--- src/supply_sense_pkg.sv ---
// Constants, register map and field layout of the supply sense unit.
// Functional notes
// Status bit 1 shows high voltage condition.
// Status bit 0 shows low voltage condition.
// Status register readable anytime, writes ignored.
// High enable bit 1 gates high flag interrupt.
// Low enable bit 0 gates low flag interrupt.
// Any high condition change sets sticky flag.
// Any low condition change sets sticky flag.
// Flags cleared only by writing one.
// Factory test registers writable only in special mode.
// Interrupt request only in run mode.
// Stop mode entry or exit keeps flags.
// Both sense enables clear force conditions low.
// Software disables interrupts before disabling sensing.
// Module interrupt ORs enabled flag sources.
// Two-bit field picks one of four low levels.
// One bit picks one of two high levels.
// Software enables sensing before trusting interrupts.
// Battery pin enable wins over supply pin.
// Stop mode disables sensing, keeps configuration.
// Comparator outputs synchronised before use.
package supply_sense_pkg;

    localparam int DATA_W = 8;
    localparam int WB_DATA_W = 32;
    localparam int WB_ADR_W = 8;
    localparam int IDX_W = 3;

    // Register indices; the byte address is four times the index.
    localparam logic [IDX_W-1:0] IDX_CONFIG = 3'h0;
    localparam logic [IDX_W-1:0] IDX_STATUS = 3'h1;
    localparam logic [IDX_W-1:0] IDX_IRQ_EN = 3'h2;
    localparam logic [IDX_W-1:0] IDX_FLAGS = 3'h3;
    localparam logic [IDX_W-1:0] IDX_TEST_A = 3'h6;
    localparam logic [IDX_W-1:0] IDX_TEST_B = 3'h7;

    // Field positions of the configuration register.
    localparam int BIT_BAT_SENSE = 0;
    localparam int BIT_BAT_ADC = 1;
    localparam int BIT_SUP_SENSE = 2;
    localparam int BIT_SUP_ADC = 3;
    localparam int BIT_LOW_SEL = 4;
    localparam int BIT_HIGH_SEL = 6;

    // Field positions shared by status, enable and flag registers.
    localparam int BIT_LOW = 0;
    localparam int BIT_HIGH = 1;

    // Reset values.
    localparam logic [DATA_W-1:0] CONFIG_RESET = 8'h00;
    localparam logic [1:0] IRQ_EN_RESET = 2'h0;
    localparam logic [1:0] FLAGS_RESET = 2'h0;
    localparam logic [DATA_W-1:0] TEST_RESET = 8'h00;

endpackage

--- src/reg_access_if.sv ---
// Register access strobes between the bus slave and the register file.
interface reg_access_if;
    import supply_sense_pkg::*;

    logic              wr_stb;
    logic [IDX_W-1:0]  index;
    logic [DATA_W-1:0] wdata;
    logic [DATA_W-1:0] rdata;

    modport bus (output wr_stb, output index, output wdata, input rdata);
    modport regs (input wr_stb, input index, input wdata, output rdata);
endinterface

--- src/level_sync.sv ---
// Two-stage synchroniser for asynchronous comparator levels.
module level_sync #(
    parameter int W = 2
) (
    input  wire logic         ref_clk_i,
    input  wire logic         nrst_i,
    input  wire logic [W-1:0] async_i,
    output logic      [W-1:0] sync_o
);
    logic [W-1:0] meta_q;

    // The first stage feeds only the second one.
    always_ff @(posedge ref_clk_i or negedge nrst_i) begin
        if (!nrst_i) begin
            meta_q <= '0;
            sync_o <= '0;
        end else begin
            meta_q <= async_i;
            sync_o <= meta_q;
        end
    end
endmodule

--- src/supply_sense_unit.sv ---
// Status, change flags and interrupt logic of the supply sense unit.
//
// The placing of the registers and the Wishbone register port were decided locally.
module supply_sense_unit (
    input  wire logic                                   ref_clk_i,
    input  wire logic                                   nrst_i,
    input  wire logic                                   wb_cyc_i,
    input  wire logic                                   wb_stb_i,
    input  wire logic                                   wb_we_i,
    input  wire logic [supply_sense_pkg::WB_ADR_W-1:0]  wb_adr_i,
    input  wire logic [3:0]                             wb_sel_i,
    input  wire logic [supply_sense_pkg::WB_DATA_W-1:0] wb_dat_i,
    output logic      [supply_sense_pkg::WB_DATA_W-1:0] wb_dat_o,
    output logic                                        wb_ack_o,
    input  wire logic                                   cmp_high_i,
    input  wire logic                                   cmp_low_i,
    input  wire logic                                   stop_mode_i,
    input  wire logic                                   special_mode_i,
    output logic                                        battery_path_o,
    output logic                                        supply_path_o,
    output logic                                        battery_selected_o,
    output logic                                        adc_connect_o,
    output logic      [1:0]                             low_threshold_select_o,
    output logic                                        high_threshold_select_o,
    output logic                                        module_irq_o
);
    import supply_sense_pkg::*;

    ////////////////////////////////////////////////////////////////////////
    // Bus slave and comparator synchroniser.

    reg_access_if rif ();

    wb_reg_slave u_slave (
        .ref_clk_i (ref_clk_i),
        .nrst_i    (nrst_i),
        .wb_cyc_i  (wb_cyc_i),
        .wb_stb_i  (wb_stb_i),
        .wb_we_i   (wb_we_i),
        .wb_adr_i  (wb_adr_i),
        .wb_sel_i  (wb_sel_i),
        .wb_dat_i  (wb_dat_i),
        .wb_dat_o  (wb_dat_o),
        .wb_ack_o  (wb_ack_o),
        .rb        (rif.bus)
    );

    logic [1:0] cmp_sync;

    level_sync #(
        .W (2)
    ) u_sync (
        .ref_clk_i (ref_clk_i),
        .nrst_i    (nrst_i),
        .async_i   ({cmp_high_i, cmp_low_i}),
        .sync_o    (cmp_sync)
    );

    ////////////////////////////////////////////////////////////////////////
    // Registers.

    logic             bat_sense_q;
    logic             bat_adc_q;
    logic             sup_sense_q;
    logic             sup_adc_q;
    logic [1:0]       low_sel_q;
    logic             high_sel_q;
    logic [1:0]       irq_en_q;
    logic [1:0]       flags_q;
    logic [1:0]       flags_d;
    logic [1:0]       cond_q;
    logic [1:0]       cond_d;
    logic [DATA_W-1:0] test_q [2];

    // Write decode.
    logic       wr_config;
    logic       wr_irq_en;
    logic       wr_flags;
    logic       wr_test_a;
    logic       wr_test_b;
    logic [1:0] flag_clear;
    logic       sense_on;
    logic       new_bat_sense;
    logic       new_bat_adc;

    assign wr_config = rif.wr_stb & (rif.index == IDX_CONFIG);
    assign wr_irq_en = rif.wr_stb & (rif.index == IDX_IRQ_EN);
    assign wr_flags = rif.wr_stb & (rif.index == IDX_FLAGS);
    // Factory test storage only accepts writes in special mode.
    assign wr_test_a = rif.wr_stb & (rif.index == IDX_TEST_A)
                       & special_mode_i;
    assign wr_test_b = rif.wr_stb & (rif.index == IDX_TEST_B)
                       & special_mode_i;
    assign flag_clear = wr_flags ? rif.wdata[1:0] : 2'h0;
    assign new_bat_sense = rif.wdata[BIT_BAT_SENSE];
    assign new_bat_adc = rif.wdata[BIT_BAT_ADC];

    // Configuration: a battery pin bit set in the same write clears the
    // matching supply pin bit, so only one pin is ever sensed.
    always_ff @(posedge ref_clk_i or negedge nrst_i) begin
        if (!nrst_i) begin
            bat_sense_q <= CONFIG_RESET[BIT_BAT_SENSE];
            bat_adc_q <= CONFIG_RESET[BIT_BAT_ADC];
            sup_sense_q <= CONFIG_RESET[BIT_SUP_SENSE];
            sup_adc_q <= CONFIG_RESET[BIT_SUP_ADC];
            low_sel_q <= CONFIG_RESET[BIT_LOW_SEL +: 2];
            high_sel_q <= CONFIG_RESET[BIT_HIGH_SEL];
        end else if (wr_config) begin
            bat_sense_q <= new_bat_sense;
            bat_adc_q <= new_bat_adc;
            sup_sense_q <= rif.wdata[BIT_SUP_SENSE] & ~new_bat_sense;
            sup_adc_q <= rif.wdata[BIT_SUP_ADC] & ~new_bat_adc;
            low_sel_q <= rif.wdata[BIT_LOW_SEL +: 2];
            high_sel_q <= rif.wdata[BIT_HIGH_SEL];
        end
    end

    // Interrupt enables.
    always_ff @(posedge ref_clk_i or negedge nrst_i) begin
        if (!nrst_i) begin
            irq_en_q <= IRQ_EN_RESET;
        end else if (wr_irq_en) begin
            irq_en_q <= rif.wdata[1:0];
        end
    end

    // Factory test storage.
    always_ff @(posedge ref_clk_i or negedge nrst_i) begin
        if (!nrst_i) begin
            test_q[0] <= TEST_RESET;
            test_q[1] <= TEST_RESET;
        end else begin
            if (wr_test_a) begin
                test_q[0] <= rif.wdata;
            end
            if (wr_test_b) begin
                test_q[1] <= rif.wdata;
            end
        end
    end

    ////////////////////////////////////////////////////////////////////////
    // Condition status and change flags.

    // In stop mode the status is frozen rather than forced low, so that
    // entering stop never sets a flag by itself.
    assign sense_on = bat_sense_q | sup_sense_q;
    assign cond_d = stop_mode_i ? cond_q :
                    (sense_on ? cmp_sync : 2'h0);

    // A change in the same cycle as a clear keeps the flag set.
    assign flags_d = (flags_q & ~flag_clear) | (cond_d ^ cond_q);

    always_ff @(posedge ref_clk_i or negedge nrst_i) begin
        if (!nrst_i) begin
            cond_q <= 2'h0;
            flags_q <= FLAGS_RESET;
        end else begin
            cond_q <= cond_d;
            flags_q <= flags_d;
        end
    end

    ////////////////////////////////////////////////////////////////////////
    // Read mux. Unused bits and the two spare registers read as zero.

    logic [DATA_W-1:0] config_rd;

    assign config_rd = {1'b0, high_sel_q, low_sel_q, sup_adc_q, sup_sense_q,
                        bat_adc_q, bat_sense_q};
    assign rif.rdata = (rif.index == IDX_CONFIG) ? config_rd :
                       (rif.index == IDX_STATUS) ? {6'h00, cond_q} :
                       (rif.index == IDX_IRQ_EN) ? {6'h00, irq_en_q} :
                       (rif.index == IDX_FLAGS)  ? {6'h00, flags_q} :
                       (rif.index == IDX_TEST_A) ? test_q[0] :
                       (rif.index == IDX_TEST_B) ? test_q[1] : 8'h00;

    ////////////////////////////////////////////////////////////////////////
    // Outputs to the analog side and the processor.

    logic irq_d;

    assign irq_d = |(flags_q & irq_en_q) & ~stop_mode_i;

    // Stop mode opens both divider paths but leaves configuration intact.
    always_ff @(posedge ref_clk_i or negedge nrst_i) begin
        if (!nrst_i) begin
            battery_path_o <= 1'b0;
            supply_path_o <= 1'b0;
            battery_selected_o <= 1'b0;
            adc_connect_o <= 1'b0;
            low_threshold_select_o <= 2'h0;
            high_threshold_select_o <= 1'b0;
            module_irq_o <= 1'b0;
        end else begin
            battery_path_o <= (bat_sense_q | bat_adc_q) & ~stop_mode_i;
            supply_path_o <= (sup_sense_q | sup_adc_q) & ~stop_mode_i;
            battery_selected_o <= bat_sense_q;
            adc_connect_o <= (bat_adc_q | sup_adc_q) & ~stop_mode_i;
            low_threshold_select_o <= low_sel_q;
            high_threshold_select_o <= high_sel_q;
            module_irq_o <= irq_d;
        end
    end
endmodule

--- src/wb_reg_slave.sv ---
// Classic Wishbone slave that turns bus cycles into register strobes.
module wb_reg_slave (
    input  wire logic                                   ref_clk_i,
    input  wire logic                                   nrst_i,
    input  wire logic                                   wb_cyc_i,
    input  wire logic                                   wb_stb_i,
    input  wire logic                                   wb_we_i,
    input  wire logic [supply_sense_pkg::WB_ADR_W-1:0]  wb_adr_i,
    input  wire logic [3:0]                             wb_sel_i,
    input  wire logic [supply_sense_pkg::WB_DATA_W-1:0] wb_dat_i,
    output logic      [supply_sense_pkg::WB_DATA_W-1:0] wb_dat_o,
    output logic                                        wb_ack_o,
    reg_access_if.bus                                   rb
);
    import supply_sense_pkg::*;

    logic req;
    logic mapped;

    // Only word-aligned addresses inside the eight-register window map.
    assign req = wb_cyc_i & wb_stb_i & ~wb_ack_o;
    assign mapped = (wb_adr_i[WB_ADR_W-1:5] == '0) & (wb_adr_i[1:0] == 2'h0);
    assign rb.index = wb_adr_i[4:2];
    assign rb.wdata = wb_dat_i[DATA_W-1:0];
    assign rb.wr_stb = req & wb_we_i & wb_sel_i[0] & mapped;

    // Ack follows one cycle after the request; unmapped reads return zero.
    always_ff @(posedge ref_clk_i or negedge nrst_i) begin
        if (!nrst_i) begin
            wb_ack_o <= 1'b0;
            wb_dat_o <= '0;
        end else begin
            wb_ack_o <= req;
            if (req & ~wb_we_i & mapped) begin
                wb_dat_o <= {{(WB_DATA_W-DATA_W){1'b0}}, rb.rdata};
            end else begin
                wb_dat_o <= '0;
            end
        end
    end
endmodule
--- config.mk ---
export PLATFORM = sky130hd
export DESIGN_NAME = supply_sense_unit
export DESIGN_NICKNAME = d
export VERILOG_FILES = /design/src/supply_sense_pkg.sv /design/src/reg_access_if.sv /design/src/level_sync.sv /design/src/supply_sense_unit.sv /design/src/wb_reg_slave.sv
export SDC_FILE = /design/constraint.sdc
export NUM_CORES = 1
export LEC_CHECK = 0
export ABC_AREA = 0
export BUFFER_PORTS_ARGS = -buffer_cell sky130_fd_sc_hd__buf_2
export CORE_UTILIZATION = 45
export DETAILED_ROUTE_END_ITERATION = 7
export PLACE_DENSITY = 0.75
export SKIP_CTS_REPAIR_TIMING = 1
export SYNTH_ARGS = -nofsm -noshare
export SYNTH_HDL_FRONTEND = slang
export SYNTH_SLANG_ARGS = --single-unit
--- constraint.sdc ---
create_clock -name ref_clk_i -period 2.15 [get_ports ref_clk_i]
set_clock_uncertainty 0.2 [all_clocks]
set_input_delay 0.1075 -clock ref_clk_i [delete_from_list [all_inputs] [get_ports ref_clk_i]]
set_output_delay 0.1075 -clock ref_clk_i [all_outputs]
set_load 0.01 [all_outputs]
Yosys cells after proc, flatten, opt, wreduce, memory -nomap -nowiden

Cells that the tools add are included.

Bits in registers: 74
Input bits: 53
Word-level logic and storage cells: 76

Eq/ne operators: 5
Mux-type cells: 10
Bitwise operators: 35
Reductions and logical operators: 4

Operators with widths:

| operator                                             | number |
|---|---|
| two-way mux 8 bit                                    | 7 |
| bitwise AND 1 bit                                    | 21 |
| equality test 3 x 2 -> 1 bit (second input constant) | 2 |
| equality test 3 bit (second input constant)          | 2 |
| logical NOT 3 bit                                    | 2 |
| two-way mux 2 bit                                    | 3 |
| NOT 1 bit                                            | 5 |
| bitwise AND 2 bit                                    | 2 |
| bitwise OR 1 bit                                     | 4 |
| equality test 3 x 1 -> 1 bit (second input constant) | 1 |
| logical NOT 2 bit                                    | 1 |
| NOT 2 bit                                            | 1 |
| bitwise OR 2 bit                                     | 1 |
| OR reduction 2 bit                                   | 1 |
| bitwise XOR 2 bit                                    | 1 |

Longest topological paths before layout

Gate-level depths: netlist of run 1.

Depth after elaboration: 10
Depth in mapped cells: 5
Mapped depth without buffers: 3

Cells and area by module

Synthesis of run 1 repeated with hierarchy kept, for this count alone.

Cells, all modules: 205
Area total of the unflattened synthesis: 2,452.4 sq um

By module, submodules not included:

| module            | times used | cells an instance | area each (sq um) | sequential area each (sq um) |
|---|---|---|---|---|
| supply_sense_unit | 1          | 131               | 1,662.8           | 925.9 |
| wb_reg_slave      | 1          | 70                | 689.4             | 225.2 |
| level_sync        | 1          | 4                 | 100.1             | 100.1 |

Worst setup path before layout of run 1

OpenSTA, ideal clock, no wires.

Path kind: input port to flip-flop
From: input wb_adr_i[5] (netlist name)
To: register bat_adc_q
Library setup time: 0.125 ns
Arrival time: 1.707 ns
Slack: 0.118 ns
Stages on the path: 5
Path buffers: 2
Path through: or4_4 -> buf_6 -> or4_4 -> buf_6 -> mux2_4

Cells in the longest elaborated chain, start to end: 4

RTL lines:

| item                 | line                     | text |
|---|---|---|
| start, declared      | supply_sense_unit.sv:10  | `input wire logic [supply_sense_pkg::WB_ADR_W-1:0] wb_adr_i,` |
| logical NOT 3 bit    | wb_reg_slave.sv:22       | `assign mapped = (wb_adr_i[WB_ADR_W-1:5] == '0) & (wb_adr_i[1:0] == 2'h0);` |
| bitwise AND 1 bit    | wb_reg_slave.sv:22       |  |
| bitwise AND 1 bit    | wb_reg_slave.sv:25       | `assign rb.wr_stb = req & wb_we_i & wb_sel_i[0] & mapped;` |
| bitwise AND 1 bit    | supply_sense_unit.sv:86  | `assign wr_config = rif.wr_stb & (rif.index == IDX_CONFIG);` |
| end signal, assigned | supply_sense_unit.sv:103 | `bat_adc_q <= CONFIG_RESET[BIT_BAT_ADC];` |
| end signal, assigned | supply_sense_unit.sv:110 | `bat_adc_q <= new_bat_adc;` |
| end, declared        | supply_sense_unit.sv:63  | `logic bat_adc_q;` |

Every way passes these cells.
A chain may end at the register's enable or synchronous reset.

Worst setup path in the final report of run 1

From: register u_slave.wb_ack_o
To: register low_sel_q[0]

Cells in the longest elaborated chain, start to end: 6

RTL lines:

| item                            | line                     | text |
|---|---|---|
| start, declared                 | wb_reg_slave.sv:12       | `output logic wb_ack_o,` |
| start signal, assigned          | wb_reg_slave.sv:33       | `wb_ack_o <= req;` |
| NOT 1 bit                       | wb_reg_slave.sv:21       | `assign req = wb_cyc_i & wb_stb_i & ~wb_ack_o;` |
| bitwise AND 1 bit               | wb_reg_slave.sv:21       |  |
| bitwise AND 1 bit (3 in series) | wb_reg_slave.sv:25       |  |
| bitwise AND 1 bit               | supply_sense_unit.sv:86  |  |
| end signal, assigned            | supply_sense_unit.sv:106 | `low_sel_q <= CONFIG_RESET[BIT_LOW_SEL +: 2];` |
| end signal, assigned            | supply_sense_unit.sv:113 | `low_sel_q <= rif.wdata[BIT_LOW_SEL +: 2];` |
| end, declared                   | supply_sense_unit.sv:66  | `logic [1:0] low_sel_q;` |

Every way passes these cells.

==> impl_metrics.py, run 1 <==
metrics = {
    "yosys": {
        "async_flop_share_pct": 100,
        "synth_cell_types": 34,
        "ys_warn_count": 0,
        "synthCells": 182,
        "avgSynthCellArea_sq_um": 12.6,
        "synthFlopType": "dfrtp_1",
        "ys_seq_elements": 50,
        "netlist_area_sq_um": 2300,
        "ys_seq_area_share_pct": 54.4,
        "synth_edf_count": 0,
    },
    "setup_path": {
        "r2r_start": "u_slave.wb_ack_o",
        "critPathMaxStageDelay_ns": 0.63,
        "required_ns": 2.13,
        "cp.arrival_ns": 1.93,
        "endpoint_kind": "flip-flop",
        "cp_top_family": "simple AND/OR/NAND/NOR gates",
        "rr_endpoint": "low_sel_q[0]",
        "path_buf_inv": 0,
        "cp-start-kind": "flip-flop",
        "path_cells": "nand4bb_1 > or4_4 > mux2_4",
        "rr_worst_depth": 3,
        "critPathMaxFanout": 7,
        "timing.reg2reg.setup_slack_ns": 0.20,
        "crit_slowest_cell": "or4_4",
        "worstSetupPathType": "reg2reg",
    },
    "global_route": {
        "antenna_found_initial": 0,
        "grt_overflow": 0,
        "grt_max_degree": 25,
        "grt_pass1_wl_microns": 6330,
        "grt_pass1_vias": 1325,
        "grt_use_total_pct": 15.8,
    },
    "route": {
        "drt_iter0_drc": 85,
        "drt_pre_antenna_iters": 4,
        "via_count": 1475,
        "wl_per_cell_microns": 13.0,
        "vias_per_cell": 4.76,
        "totalWireLength_microns": 4020,
        "drc": 0,
        "antenna_left": 0,
    },
    "place": {
        "gp_congestion": 0.780,
        "portBuffers": 42,
        "hpwlAfterDp_microns": 2960,
        "placed_cells": 289,
    },
    "finish": {
        "final_layout_size_suffix_gt1_share_pct": 36.2,
        "fin_cells": 310,
        "fill_cells": 428,
        "antennaDiodeCount": 0,
        "area_growth_pct": 18.8,
        "nNetsFinal": 295,
    },
    "clock_network": {
        "numCtsBuffers": 5,
        "cts-root-buf": "clkbuf_8",
        "insertion_delay_ns": 0.29,
        "cts_num_sinks": 50,
        "clockBufferDepth": 2,
        "cts_tree": "built",
        "clk_pin_slew_ns": 0.08,
        "htree_levels": 2,
    },
    "timing": {
        "relSlewSlack_pct": 63.0,
        "setup_violations": 0,
        "final_max_slew_viol_count": 0,
        "rsz0062_at_grt": "no",
        "hold_violations": 0,
        "finalCritPeriodShare_pct": 90.6,
        "tightest_slew_ns": 0.550,
        "clock.fmax_mhz": 513,
        "finalSetupTns_ns": 0,
        "layout_min_cycle_time_ns": 1.95,
    },
    "floorplanning": {
        "chipWidth_microns": 73.5,
        "die_y_microns": 73.5,
        "die_area_sq_um": 5400,
        "core_area_sq_um": 4820,
        "io_pins": 94,
        "rows": 25,
        "start_util_pct": 47.7,
    },
    "worst_hold_path": {
        "holdPathEnd": "u_slave.wb_ack_o",
        "hold_depth": 3,
        "hold_class": "in2reg",
        "hp-start": "wb_cyc_i",
    },
    "power": {
        "ir_drop_uv": 336,
        "p_per_area_nw_per_um2": 602,
        "leakagePower_uw": 0.00142,
    },
    "outcome": {
        "outcome": "finished, final reports clean",
    },
    "job": {
        "maxCapViolCount": 0,
    },
}
worst max path at each step:
stage / endpoint / start / depth (start not counted)
2_1_floorplan: bat_adc_q / wb_adr_i[5] / 5
3_3_place_gp: irq_en_q[1] / wb_adr_i[5] / 5
3_5_place_dp: sup_sense_q / wb_adr_i[5] / 4
4_1_cts: low_sel_q[0] / u_slave.wb_ack_o / 3
5_1_grt: sup_adc_q / u_slave.wb_ack_o / 3
6_report: low_sel_q[0] / u_slave.wb_ack_o / 3
worst min-delay path, cell delays in order:
cell      delay, ns
buf_2          0.09
nand3b_1       0.19
inv_1          0.10
layout make-up:
class | count | area, sq um | share of cell area, %
timing repair buffer | 62 | 393 | 14.4
multi-input combinational | 119 | 895 | 32.7
clock buffer | 6 | 82.6 | 3.02
sequential | 50 | 1250 | 45.8
clock inverter | 2 | 12.5 | 0.458
inverter | 4 | 15.0 | 0.549
tap | 67 | 83.8 | 3.07
stage by stage:
stage / total power [uW] / instance area [sq um] / setup slack [ns] / utilization (%) / hold slack, ns
after floorplan: 1070 / 2390 / 0.118 / - / -0.388
after global placement: 1090 / 2510 / 0.0687 / 52.1 / -0.0907
after detailed placement: 1100 / 2510 / 0.0580 / 52.1 / -0.0890
after CTS: 1640 / 2600 / 0.194 / 54.0 / -0.408
after global routing: 1710 / 2730 / 0.142 / 56.7 / 0.0605
final: 1650 / 2730 / 0.201 / 56.7 / 0.0247
layer usage:
layer / track usage [%] / wire, microns
met1: 21.2 / 1890
met2: 25.4 / 1900
met3: 3.57 / 186
met4: 5.13 / 34
met5: 0 / 0
cell usage in the layout, fill, tap and decap left out, types with 3 or more instances in the layout:
cell type / Yosys / routed
mux2_2: 19 / 19
nor2_1: 12 / 12
clkbuf_8: 0 / 6
buf_4: 24 / 7
dlygate4sd3_1: 0 / 13
a2bb2oi_1: 5 / 5
o221ai_1: 3 / 3
mux2i_1: 6 / 6
nand2_1: 7 / 7
dfrtp_1: 50 / 50
conb_1: 1 / 24
o21ai_0: 5 / 5
nor4_1: 3 / 3
inv_1: 4 / 4
mux2_4: 7 / 7
buf_2: 0 / 42
synthesized netlist by cell type, drive strengths merged (3+ instances only):
cell     count  area [sq um]
nor4         5          61.3
buf         27           206
inv          4          15.0
o21ai        5          25.0
a2bb2oi      5          43.8
clkbuf       5          18.8
o221ai       3          26.3
nor2        12          45.0
nand2        7          26.3
dfrtp       50          1250
mux2        26           319
mux2i        6          60.1
report_power, final:
part           leakage [uW]  switching (uW)  internal, uW
logic              0.000697            86.5          57.8
clock network     0.0000472             292           259
registers          0.000678            3.73           948
total               0.00142             382          1260
kinds of logic (layout without fill, tap and decap cells):
kind of cell    Yosys count  after routing  share of synthesized area [%]
compound gates           19             19                           6.09
xor+xnor                  2              2                          0.762
buf+inv                  36             74                           10.4
flops                    50             50                           54.4
mux                      32             32                           16.5
other cells               1             24                          0.163
simple gates             42             42                           11.6
sequential cells by signal, summed over array words and instances (netlist names):
name / cells
adc_connect_o: 1
bat_adc_q: 1
bat_sense_q: 1
battery_path_o: 1
battery_selected_o: 1
cond_q: 2
flags_q: 2
high_sel_q: 1
high_threshold_select_o: 1
irq_en_q: 2
low_sel_q: 2
low_threshold_select_o: 2
module_irq_o: 1
sup_adc_q: 1
sup_sense_q: 1
supply_path_o: 1
test_q: 16
u_slave.wb_ack_o: 1
u_slave.wb_dat_o: 8
u_sync.meta_q: 2
u_sync.sync_o: 2
(Power assumes the default switching activity.)
==> inputs of run 2 (changes only) <==
- ABC_AREA: 0 -> 1
==> impl_metrics.py, run 2 <==
metrics = {
    "timing": {
        "layout_min_cycle_time_ns": 1.70,
        "rsz0062_at_grt": "no",
        "hold_violations": 0,
        "fin_ws_ns": 0.448,
        "relSlewSlack_pct": 59.2,
        "clock.fmax_mhz": 588,
        "tightest_slew_ns": 0.612,
        "finalCritPeriodShare_pct": 79.2,
        "final_max_slew_viol_count": 0,
        "setup_violations": 0,
        "finalSetupTns_ns": 0,
    },
    "clock_network": {
        "cts_tree": "built",
        "htree_levels": 2,
        "clk_pin_slew_ns": 0.08,
        "numCtsBuffers": 5,
        "insertion_delay_ns": 0.30,
        "cts-root-buf": "clkbuf_8",
        "cts_num_sinks": 50,
        "clockBufferDepth": 2,
    },
    "setup_path": {
        "critPathMaxStageDelay_ns": 0.53,
        "cp.arrival_ns": 1.70,
        "worstSetupPathType": "in2reg",
        "critPathMaxFanout": 20,
        "endpoint_kind": "flip-flop",
        "crit_slowest_cell": "dlygate4sd3_1",
        "required_ns": 2.15,
        "path_cells": "dlygate4sd3_1 > buf_2 > nand2_1 > nor2_1 > nand3_1 > nor2_1 > buf_4 > nand2_2 > nand2_1 > nand2_1",
        "cp-start-kind": "input port",
        "cp_top_family": "buffers and inverters",
        "path_buf_inv": 3,
        "cpMostUsedCell": "nand2_1",
    },
    "place": {
        "portBuffers": 42,
        "placed_cells": 389,
        "gp_congestion": 0.823,
        "dp_slack_ns": 0.537,
        "hpwlAfterDp_microns": 3420,
    },
    "finish": {
        "largest_reg_flops": 16,
        "nNetsFinal": 393,
        "area_growth_pct": 17.3,
        "reg.largest.list": "test_q x16, u_slave.wb_dat_o x8",
        "top_register": "test_q",
        "final_layout_size_suffix_gt1_share_pct": 20.0,
        "layout_commonest_cell": "nand2_1",
        "mostFrequentLayoutCells": "99 x nand2_1, 50 x dfrtp_1, 42 x buf_2",
        "antennaDiodeCount": 0,
        "fin_cells": 410,
    },
    "yosys": {
        "ys_seq_area_share_pct": 52.4,
        "ys_warn_count": 0,
        "synthSimpleGateAreaFrac_pct": 30.8,
        "synthCells": 281,
        "synth_cell_types": 21,
        "synthFlopType": "dfrtp_1",
        "synth_edf_count": 0,
        "synth.area.mux_share_pct": 0,
        "synth_top_cell_area_share_pct": 52.4,
        "synth_fa_ha_area_share_pct": 0,
        "yosysMostFrequentCell": "nand2_1",
        "avgSynthCellArea_sq_um": 8.50,
        "synth_area_leaders": "dfrtp_1 52%, nand2_1 16%, buf_4 8.2%, nand4_1 5.5%, inv_1 3.0%",
        "async_flop_share_pct": 100,
        "synth_top_family_by_area": "simple AND/OR/NAND/NOR gates",
        "synth_largest_area_cell": "dfrtp_1",
        "ys_top_cells_by_count": "99 x nand2_1, 50 x dfrtp_1, 26 x buf_4",
        "synth_xor_area_share_pct": 0,
        "ys_seq_elements": 50,
        "synth_compound_area_share_pct": 3.98,
        "netlist_area_sq_um": 2390,
    },
    "route": {
        "drc": 0,
        "drt_iter0_drc": 137,
        "wl_per_cell_microns": 12.1,
        "vias_per_cell": 4.73,
        "via_count": 1941,
        "drt_pre_antenna_iters": 4,
        "totalWireLength_microns": 4940,
        "antenna_left": 0,
    },
    "floorplanning": {
        "core_area_sq_um": 5110,
        "die_area_sq_um": 5600,
        "die_y_microns": 74.8,
        "io_pins": 94,
        "start_util_pct": 46.7,
        "chipWidth_microns": 74.8,
        "rows": 26,
    },
    "global_route": {
        "grt_overflow": 0,
        "grt_pass1_vias": 1754,
        "grt_use_total_pct": 19.6,
        "antenna_found_initial": 0,
        "grt_pass1_wl_microns": 8070,
        "grt_max_degree": 51,
    },
    "job": {
        "maxCapViolCount": 0,
    },
    "power": {
        "leakagePower_uw": 0.00155,
        "p_per_area_nw_per_um2": 585,
        "ir_drop_uv": 287,
    },
    "outcome": {
        "outcome": "finished, final reports clean",
    },
    "worst_hold_path": {
        "hold_class": "in2reg",
    },
}
==> run 2: kinds of logic (layout without fill, tap and decap cells) <==
family / count (synthesis) / after routing
buffers and inverters: 54 / 90
AND/OR/NAND/NOR: 159 / 159
AO/OA/AOI/OAI: 17 / 17
flip-flops: 50 / 50
other: 1 / 24
==> run 2: final timing paths <==
| check | from | end | slack, ns | cells past startpoint |
|---|---|---|---|---|
| max in group asynchronous | nrst_i | test_q[6] | 1.11 | 3 |
| hold reg to reg | u_sync.meta_q[1] | u_sync.sync_o[1] | 0.16 | 0 |
| setup reg to reg | u_slave.wb_ack_o | sup_adc_q | 0.51 | 7 |
| hold / removal | wb_adr_i[2] | sup_adc_q | 0.03 | 4 |
| setup / recovery | wb_stb_i | sup_adc_q | 0.45 | 10 |
| min in group asynchronous | nrst_i | u_slave.wb_ack_o | 0.22 | 3 |
==> run 2: where the power goes <==
| group | leakage [uW] | switching, uW | internal [uW] |
|---|---|---|---|
| clock | 0.0000373 | 301 | 224 |
| combinational | 0.000823 | 103 | 50.4 |
| sequential | 0.000688 | 8.41 | 952 |
==> run 2: area by class of cell <==
class                           instances  area (sq um)
Clock buffer                            6          72.6
Clock inverter                          1          7.51
Fill cell                             497          2310
Inverter                               24          90.1
Multi-Input combinational cell        200           920
Sequential cell                        50          1250
Tap cell                               70          87.6
Timing Repair Buffer                   59           373
==> run 2: metrics by stage <==
stage | power (uW) | util (%) | hold WS (ns) | area (sq um)
after detailed placement | 1110 | 50.5 | 0.0206 | 2580
final | 1640 | 54.9 | 0.0301 | 2800
after floorplan | 1080 | - | -0.388 | 2470
after global placement | 1110 | 50.5 | 0.0207 | 2580
after CTS | 1630 | 52.1 | -0.292 | 2660
after global routing | 1710 | 54.9 | 0.0350 | 2800
==> run 2: metal layers <==
| metal | wire length, microns | share of wire (%) | track usage (%) | up-vias |
|---|---|---|---|---|
| met5 | 0 | 0 | 0 | - |
| met1 | 2100 | 42 | 25.5 | 888 |
| met4 | 58 | 1.2 | 7.76 | 0 |
| met3 | 379 | 7.7 | 4.82 | 5 |
| met2 | 2410 | 49 | 31.5 | 81 |
| li1 | - | - | - | 967 |
==> run 2: worst register-to-register path: stages (launching register included) <==
cell     delay (ns)
dfrtp_1        0.41
nor2_1         0.15
nand3_1        0.09
nor2_1         0.10
buf_4          0.24
nand2_2        0.19
nand2_1        0.10
nand2_1        0.06
